==> src/rtl/eoc_pkg.sv <==
// Package for the external oscillator control block: register map,
// field layout, mode codes, pin indices and stability timing.
// Assumes the core register port addresses by 8-bit index.
package eoc_pkg;
    localparam logic [7:0] EOC_CTRL_ADDR = 8'hB1;
    localparam logic [7:0] EOC_CTRL_RESET = 8'h00;
    localparam int EOC_VALID_BIT = 7;
    localparam int EOC_MODE_LSB = 4;
    localparam int EOC_MODE_MSB = 6;
    localparam int EOC_FREQ_LSB = 0;
    localparam int EOC_FREQ_MSB = 2;
    localparam logic [7:0] EOC_WRITE_MASK = 8'h77;
    // Mode field codes
    localparam logic [2:0] EOC_MODE_OFF0 = 3'h0;
    localparam logic [2:0] EOC_MODE_OFF1 = 3'h1;
    localparam logic [2:0] EOC_MODE_CMOS = 3'h2;
    localparam logic [2:0] EOC_MODE_CMOS_DIV2 = 3'h3;
    localparam logic [2:0] EOC_MODE_RC_DIV2 = 3'h4;
    localparam logic [2:0] EOC_MODE_CAP_DIV2 = 3'h5;
    localparam logic [2:0] EOC_MODE_XTAL = 3'h6;
    localparam logic [2:0] EOC_MODE_XTAL_DIV2 = 3'h7;
    // Port 0 pin positions taken by the oscillator
    localparam int EOC_PIN_XIN = 2;
    localparam int EOC_PIN_XOUT = 3;
    // Oscillator edges seen before the source counts as stable
    localparam int EOC_STABLE_EDGES = 1024;
    localparam int EOC_SYNC_STAGES = 3;

    typedef struct packed {
        logic valid;
        logic [2:0] mode;
        logic rsvd;
        logic [2:0] freq;
    } eoc_ctrl_s;

    typedef struct packed {
        logic [7:0] addr;
        logic [7:0] wdata;
        logic wr;
        logic rd;
    } eoc_reg_req_s;

    typedef struct packed {
        logic xin_claim;
        logic xout_claim;
    } eoc_pin_claim_s;
endpackage

==> src/rtl/eoc_pin_sync.sv <==
// Three-stage synchroniser with agreement filter for an oscillator pin.
// Assumes the pin is asynchronous to ref_clk_in.
`timescale 1ns/1ps
module eoc_pin_sync (
    input wire logic ref_clk_in,
    input wire logic reset_in,
    input wire logic pin_in,
    output logic level_out,
    output logic rise_out
);
    import eoc_pkg::*;
    logic [EOC_SYNC_STAGES-1:0] sync_q;
    logic level_q;
    wire agree = (sync_q[1] == sync_q[2]);
    wire level_d = agree ? sync_q[2] : level_q;

    always_ff @(posedge ref_clk_in or posedge reset_in) begin
        if (reset_in) begin
            sync_q <= '0;
            level_q <= 1'b0;
            rise_out <= 1'b0;
        end else begin
            sync_q <= {sync_q[EOC_SYNC_STAGES-2:0], pin_in};
            level_q <= level_d;
            rise_out <= level_d & ~level_q;
        end
    end

    assign level_out = level_q;
endmodule

==> src/rtl/eoc_ctrl.sv <==
// External oscillator control: mode register, pin claiming, crystal
// valid detection and the derived clock offered to the clock tree.
// Assumes the core register port is synchronous to ref_clk_in and that
// the oscillator pin toggles well below half the core rate.
// Only the crystal output pin is watched; the crystal input pin is
// claimed for the analog circuit and never read here. The derived
// clock is a resampled level, not a glitch-free clock for a mux.
`timescale 1ns/1ps
module eoc_ctrl #(
    parameter int STABLE_EDGES = eoc_pkg::EOC_STABLE_EDGES
) (
    input wire logic ref_clk_in,
    input wire logic reset_in,
    input wire eoc_pkg::eoc_reg_req_s reg_req_in,
    output logic [7:0] reg_rdata_out,
    input wire logic osc_pin_in,
    output eoc_pkg::eoc_pin_claim_s pin_claim_out,
    output logic [2:0] freq_range_out,
    output logic drive_en_out,
    output logic osc_clk_out,
    output logic osc_tick_out,
    output logic clk_src_ok_out
);
    import eoc_pkg::*;

    localparam int CW = $clog2(STABLE_EDGES + 1);
    localparam logic [CW-1:0] STABLE_LAST = CW'(STABLE_EDGES - 1);

    eoc_ctrl_s ctrl_q;
    logic [CW-1:0] stab_cnt_q;
    logic stable_q;
    logic half_q;
    logic level_sync;
    logic rise_sync;

    function automatic logic mode_enabled(input logic [2:0] m);
        return (m != EOC_MODE_OFF0) && (m != EOC_MODE_OFF1);
    endfunction

    function automatic logic mode_is_cmos(input logic [2:0] m);
        return (m == EOC_MODE_CMOS) || (m == EOC_MODE_CMOS_DIV2);
    endfunction

    function automatic logic mode_is_xtal(input logic [2:0] m);
        return (m == EOC_MODE_XTAL) || (m == EOC_MODE_XTAL_DIV2);
    endfunction

    function automatic logic mode_div2(input logic [2:0] m);
        return mode_enabled(m) && (m != EOC_MODE_CMOS)
            && (m != EOC_MODE_XTAL);
    endfunction

    eoc_pin_sync u_sync (
        .ref_clk_in(ref_clk_in),
        .reset_in(reset_in),
        .pin_in(osc_pin_in),
        .level_out(level_sync),
        .rise_out(rise_sync)
    );

    wire [2:0] mode = ctrl_q.mode;
    wire enabled = mode_enabled(mode);
    wire is_cmos = mode_is_cmos(mode);
    wire is_xtal = mode_is_xtal(mode);
    wire div2 = mode_div2(mode);
    wire hit = (reg_req_in.addr == EOC_CTRL_ADDR);
    wire wr_hit = reg_req_in.wr & hit;
    wire rd_hit = reg_req_in.rd & hit;
    wire [7:0] wr_val = reg_req_in.wdata & EOC_WRITE_MASK;
    wire [2:0] wr_mode = wr_val[EOC_MODE_MSB:EOC_MODE_LSB];
    wire mode_change = wr_hit && (wr_mode != mode);
    wire stab_done = (stab_cnt_q == STABLE_LAST);
    // Restart detection whenever the source is changed or stopped
    wire stab_clear = mode_change | ~enabled;
    wire stab_step = rise_sync & ~stab_done;
    wire stab_hit = rise_sync & stab_done;
    // Clear beats a coincident edge: the old source says nothing new
    wire [CW-1:0] stab_cnt_d = stab_clear ? '0 :
        stab_step ? stab_cnt_q + CW'(1) : stab_cnt_q;
    wire stable_d = stab_clear ? 1'b0 : (stable_q | stab_hit);
    wire valid_bit = stable_q & enabled & ~is_cmos;

    eoc_ctrl_s rd_view;
    always_comb begin
        rd_view = ctrl_q;
        rd_view.valid = valid_bit;
        rd_view.rsvd = 1'b0;
    end

    wire [7:0] rdata_d = rd_hit ? rd_view : reg_rdata_out;
    // Halving toggles on each rising oscillator edge: even duty
    wire half_d = (!enabled) ? 1'b0 : (rise_sync ? ~half_q : half_q);
    wire clk_d = !enabled ? 1'b0 : (div2 ? half_q : level_sync);
    wire tick_d = enabled & rise_sync & (!div2 | half_q);
    // CMOS sources have no detector, so they count as usable at once
    wire src_ok_d = enabled & (is_cmos | stable_q);

    // Control register; bit 7 and bit 3 are never stored
    always_ff @(posedge ref_clk_in or posedge reset_in) begin
        if (reset_in) begin
            ctrl_q <= EOC_CTRL_RESET;
        end else if (wr_hit) begin
            ctrl_q <= wr_val;
        end
    end

    // Counter saturates so a long run never wraps back to unstable
    always_ff @(posedge ref_clk_in or posedge reset_in) begin
        if (reset_in) begin
            stab_cnt_q <= '0;
        end else begin
            stab_cnt_q <= stab_cnt_d;
        end
    end

    always_ff @(posedge ref_clk_in or posedge reset_in) begin
        if (reset_in) begin
            stable_q <= 1'b0;
        end else begin
            stable_q <= stable_d;
        end
    end

    always_ff @(posedge ref_clk_in or posedge reset_in) begin
        if (reset_in) begin
            half_q <= 1'b0;
        end else begin
            half_q <= half_d;
        end
    end

    // Read data holds between reads so a slow poll sees a steady value
    always_ff @(posedge ref_clk_in or posedge reset_in) begin
        if (reset_in) begin
            reg_rdata_out <= EOC_CTRL_RESET;
        end else begin
            reg_rdata_out <= rdata_d;
        end
    end

    // Claims follow the stored mode one edge after the register
    always_ff @(posedge ref_clk_in or posedge reset_in) begin
        if (reset_in) begin
            pin_claim_out <= '0;
        end else begin
            pin_claim_out.xin_claim <= enabled & is_xtal;
            pin_claim_out.xout_claim <= enabled;
        end
    end

    always_ff @(posedge ref_clk_in or posedge reset_in) begin
        if (reset_in) begin
            freq_range_out <= '0;
        end else begin
            freq_range_out <= ctrl_q.freq;
        end
    end

    always_ff @(posedge ref_clk_in or posedge reset_in) begin
        if (reset_in) begin
            drive_en_out <= 1'b0;
        end else begin
            drive_en_out <= enabled;
        end
    end

    // Resampled, so the derived clock lags the pin by five core cycles, six when halved
    always_ff @(posedge ref_clk_in or posedge reset_in) begin
        if (reset_in) begin
            osc_clk_out <= 1'b0;
        end else begin
            osc_clk_out <= clk_d;
        end
    end

    always_ff @(posedge ref_clk_in or posedge reset_in) begin
        if (reset_in) begin
            osc_tick_out <= 1'b0;
        end else begin
            osc_tick_out <= tick_d;
        end
    end

    // Clock switching logic gates on this, not on the valid bit
    always_ff @(posedge ref_clk_in or posedge reset_in) begin
        if (reset_in) begin
            clk_src_ok_out <= 1'b0;
        end else begin
            clk_src_ok_out <= src_ok_d;
        end
    end
endmodule

==> config.mk <==
export PLATFORM = sky130hd
export DESIGN_NAME = eoc_ctrl
export DESIGN_NICKNAME = d
export VERILOG_FILES = /design/src/rtl/eoc_pkg.sv /design/src/rtl/eoc_pin_sync.sv /design/src/rtl/eoc_ctrl.sv
export SDC_FILE = /design/constraint.sdc
export NUM_CORES = 1
export LEC_CHECK = 0
export ABC_AREA = 1
export BUFFER_PORTS_ARGS = -buffer_cell sky130_fd_sc_hd__buf_2
export CAP_MARGIN = 20
export CORE_MARGIN = 1
export CORE_UTILIZATION = 45
export CTS_CLUSTER_SIZE = 14
export DETAILED_ROUTE_END_ITERATION = 10
export PLACE_DENSITY = 0.74
export SYNTH_ARGS = -nofsm -noshare
export SYNTH_HDL_FRONTEND = slang
export SYNTH_SLANG_ARGS = --single-unit
==> constraint.sdc <==
create_clock -name ref_clk_in -period 1.6 [get_ports ref_clk_in]
set_clock_uncertainty 0.2 [all_clocks]
set_input_delay 0.16 -clock ref_clk_in [delete_from_list [all_inputs] [get_ports ref_clk_in]]
set_output_delay 0.16 -clock ref_clk_in [all_outputs]
set_load 0.02 [all_outputs]
# Yosys cells after proc, flatten, opt, wreduce, memory -nomap -nowiden
# Cells that the tools add are included.
op_classes:
  addsub: 1
  n_bitwise: 20
  reduce_logical: 9
  n_eq_ne: 12
  mux: 8
op_table:
  columns: ["operator", "count"]
  rows:
  - ["$mux 11", 2]
  - ["$add 11x1->11 const B", 1]
  - ["$and 1x1->1", 11]
  - ["$eq 11x10->1 const B", 1]
  - ["$eq 8x8->1 const B", 1]
  - ["$eq 3x2->1 const B", 2]
  - ["$eq 3x3->1 const B", 2]
  - ["$mux 1", 6]
  - ["$not 1->1", 5]
  - ["$logic_and 1x1->1", 4]
  - ["$or 1x1->1", 4]
  - ["$ne 3x1->1 const B", 1]
  - ["$ne 3x2->1 const B", 1]
  - ["$ne 3x3->1", 1]
  - ["$ne 3x3->1 const B", 1]
  - ["$reduce_bool 3->1", 1]
  - ["$logic_or 1x1->1", 2]
  - ["$ne 2x1->1 const B", 1]
  - ["$reduce_bool 2->1", 1]
  - ["$eq 1x1->1", 1]
  - ["$logic_not 1->1", 1]
word_totals:
  ff_bits: 39
  in_bits: 21

# Logic depth before layout (Yosys ltp)
logic_depth:
  word_depth: 7
  mapped_depth: 9
  depth_no_buf: 9

# By module
# From an unflattened synthesis, not the netlist that was laid out.
unflattened:
  cells_unflattened: 211
  hier_area_um2: 1820.5
by_module_without_submodules:
  columns: ["module", "instances", "area_per_inst_um2", "cells_each"]
  rows:
  - ["eoc_ctrl", 1, 1667.8, 199]
  - ["eoc_pin_sync", 1, 152.6, 12]

# Worst setup path before layout
# Ideal clock, no wire load.
synth_path:
  path_kind: "reg-to-reg"
  startpoint: "register stab_cnt_q[1]"
  endpoint: "register stab_cnt_q[4]"
  slack_ns: -0.001
  t_required_ns: 1.281
  period_less_slack_ns: 1.601
  t_arrival_ns: 1.282
  path_stages_with_launch: 10
  path_cell_list: "dfrtp_1 > ha_1 > nand2_2 > nor2_4 > nand3_4 > nand2_4 > buf_12 > nor2_1 > nand2_1 > nand2_1"
synth_via:
  elab_chain_cells: 4
synth_lines:
  columns: ["element", "line_no", "source"]
  rows:
  - ["from (decl)", "eoc_ctrl.sv:30", "logic [CW-1:0] stab_cnt_q;"]
  - ["from (signal assigned)", "eoc_ctrl.sv:112", "stab_cnt_q <= stab_cnt_d;"]
  - ["parallel branches: the longest is 4 deep, another holds $add 11x1->11", null, null]
# Parallel ways; which one is timed is not known. The select of a mux whose other input is x is not followed.
# A chain may end at the register's enable or synchronous reset.

# Worst setup path after layout
layout_path:
  startpoint: "register stab_cnt_q[1]"
  endpoint: "register stab_cnt_q[8]"
# The elaborated chain is that of the path after synthesis.

==> results_dict.tcl <==
set metrics [dict create \
    status "complete, no violations" \
    routabilityCongestion 0.840 \
    path_clk_slew_ns 0.08 \
    yosysTopAreaCellShare_pct 53.6 \
    worst_slack_ns 0.00705 \
    place_inst 303 \
    synth_cell_types 25 \
    synth_common_cells "nand2_1 (71), dfrtp_1 (39), nor2_1 (23)" \
    cts_buffers 5 \
    fp-row-count 22 \
    dr.pass1.iters 4 \
    slew_violations 0 \
    drt-total-wl_um 3610 \
    min_period_over_period_pct 99.6 \
    area_growth_pct 28.6 \
    synthesis.area_um2 1820 \
    wl_per_cell_um 11.3 \
    worstHoldStart "reg_req_in[0]" \
    die_h_um 65.6 \
    power.leakage_nw 1.19 \
    ys_warn_count 0 \
    ys_ff_latch 39 \
    r2r_start "stab_cnt_q[1]" \
    synth_cells 212 \
    hold_slack_ns 0.0277 \
    final_util_pct 62.1 \
    die-width_um 65.6 \
    fill_cells 320 \
    crit_family "simple AND/OR/NAND/NOR gates" \
    drtIter0Drc 97 \
    start_util_pct 48.3 \
    synthTopCellsByArea "dfrtp_1 (54%), nand2_1 (15%), nor2_1 (4.7%)" \
    synth_area_leader_cell "dfrtp_1" \
    cts_tree "yes" \
    setup_violations 0 \
    fp.coreArea_um2 3770 \
    n_antenna_cell 0 \
    htreeDepth 2 \
    antenna_found_initial 0 \
    clk_path_buf_depth 2 \
    stdcell_count 320 \
    p_per_area_nw_per_um2 1010 \
    die_area_um2 4310 \
    grt_overflow_total 0 \
    ys_seq_area_share_pct 53.6 \
    grt_pass1_vias 1473 \
    rsz0062_at_grt "true" \
    reg2reg_depth 8 \
    synthFlopType "dfrtp_1" \
    place_ws_ns 0.00861 \
    vdd_drop_max_mv 0.949 \
    ff2ff_setup_slack_ns 0.007 \
    critPathRequiredTime_ns 1.59 \
    cts-root-buf "clkbuf_8" \
    drc 0 \
    crit_fanout 8 \
    clock_latency_ns 0.29 \
    crit_slowest_cell "dfrtp_1" \
    r2r-end "stab_cnt_q[8]" \
    cts_sinks 39 \
    synth_area_per_cell_um2 8.59 \
    maxCapViolCount 0 \
    holdPathEnd "reg_rdata_out[5]" \
    mappedNetlistNets 234 \
    async_flop_share_pct 100 \
    critPathKind "flop to flop" \
    min_delay_path_depth 3 \
    grt_usage_pct 19.4 \
    cpPeakStageDelay_ns 0.36 \
    layout-drive-gt1-share_pct 27.2 \
    port_buffers 34 \
    synth_edf_count 0 \
    hp-class "input pin to flop" \
    fin_crit_ns 1.59 \
    yosysMostFrequentCell "nand2_1" \
    crit_arrival_ns 1.58 \
    grt_pass1_wl_um 6230 \
    crit_chain "ha_2, nand2_4, nor2_4, nand3_4, nand2_4, nor2_1, nand2_1, nand2_1" \
    fmax_mhz 628 \
    critical_path_buf_inv_count 0 \
    viasPerCell 4.84 \
    grt_max_degree 40 \
    hold_viol_final 0 \
    critPathLaunchType "flop" \
    antenna_left 0 \
    vias 1549 \
    io_pins 38 \
    final_nets 293 \
    endpoint_kind "flop" \
    hpwl_um 2550 \
]
area by class of cell:
| cell class | instances | area [um2] | area share (%) |
|---|---|---|---|
| clock inverters | 3 | 43.8 | 1.87 |
| clock buffers | 5 | 68.8 | 2.94 |
| inverters | 22 | 82.6 | 3.53 |
| multi-input cells | 148 | 762 | 32.5 |
| well taps | 48 | 60.1 | 2.56 |
| repair buffers | 55 | 348 | 14.9 |
| flip-flops and latches | 39 | 977 | 41.7 |
logic make-up (layout without fill, tap and decap cells):
logic type / count (synthesis) / in the layout / synth area share (%)
and+or+nand+nor: 122 / 123 / 30.6
DFF: 39 / 39 / 53.6
buffers and inverters: 26 / 85 / 6.73
AOI/OAI and AO/OA: 15 / 15 / 4.33
xor gates and xnor gates: 8 / 8 / 3.85
adders and majority gates: 1 / 1 / 0.687
other: 1 / 1 / 0.206
cell usage in the layout, fill, tap and decap left out, drive strengths merged:
master	n
a21oi	6
buf	47
bufinv	1
clkbuf	5
clkinv	2
conb	1
dfrtp	39
dlygate4sd3	8
ha	1
inv	22
nand2	77
nand3	9
nand3b	3
nand4	5
nor2	25
nor3	4
o21ai	9
xnor2	5
xor2	3
timing repair:
item | CTS | global route
pin swaps | 0 | 5
setup endpoints to repair | 2 | 9
buffers inserted | 0 | 0
gates resized for setup | 1 | 7
hold buffers | 8 | 0
endpoints found under the hold margin | 46 | 0
gates cloned | 0 | 1
worst min-delay path, delay by kind of cell:
family                 cells  cell delay, ns
AO/OA/AOI/OAI              1            0.09
buffers and inverters      1            0.10
AND/OR/NAND/NOR            1            0.11
where the power goes:
group          leakage, nW  switching (mW)  internal, mW
sequential           0.509          0.0767          1.07
combinational        0.627           0.215         0.195
clock               0.0581           0.348         0.464
total                 1.19           0.640          1.73
through the flow:
step	area [um2]	power, mW	TNS (ns)
5_1_grt	2340	2.50	-0.548
6_report	2340	2.37	0
3_5_place_dp	2110	1.54	0
2_1_floorplan	1820	1.41	0
4_1_cts	2310	2.37	0
3_3_place_gp	2110	1.53	0
sequential cells by signal, summed over array words and instances (netlist names), 3 cells and up:
register / cells
stab_cnt_q: 11
reg_rdata_out: 7
ctrl_q: 3
freq_range_out: 3
mode: 3
u_sync.sync_q: 3
worst max-delay path by stage:
stage                     slack [ns]     startpoint            end  cells after the start
after floorplan                0.002  stab_cnt_q[1]  stab_cnt_q[4]                      9
final                          0.007  stab_cnt_q[1]  stab_cnt_q[8]                      8
after global placement          0.05  stab_cnt_q[0]  stab_cnt_q[2]                      9
after global routing           -0.09  stab_cnt_q[1]  stab_cnt_q[2]                      9
after CTS                       0.03  stab_cnt_q[1]  stab_cnt_q[2]                      9
after detailed placement       0.009  stab_cnt_q[1]  stab_cnt_q[2]                      9
layer usage:
layer	global-route usage (%)	up-vias	routed length (um)
met5	0	-	0
li1	-	777	-
met1	24.3	739	1740
met4	7.34	0	65
met2	32.0	25	1700
met3	4.69	8	107
Note: power is estimated with default switching activity, not from simulation.
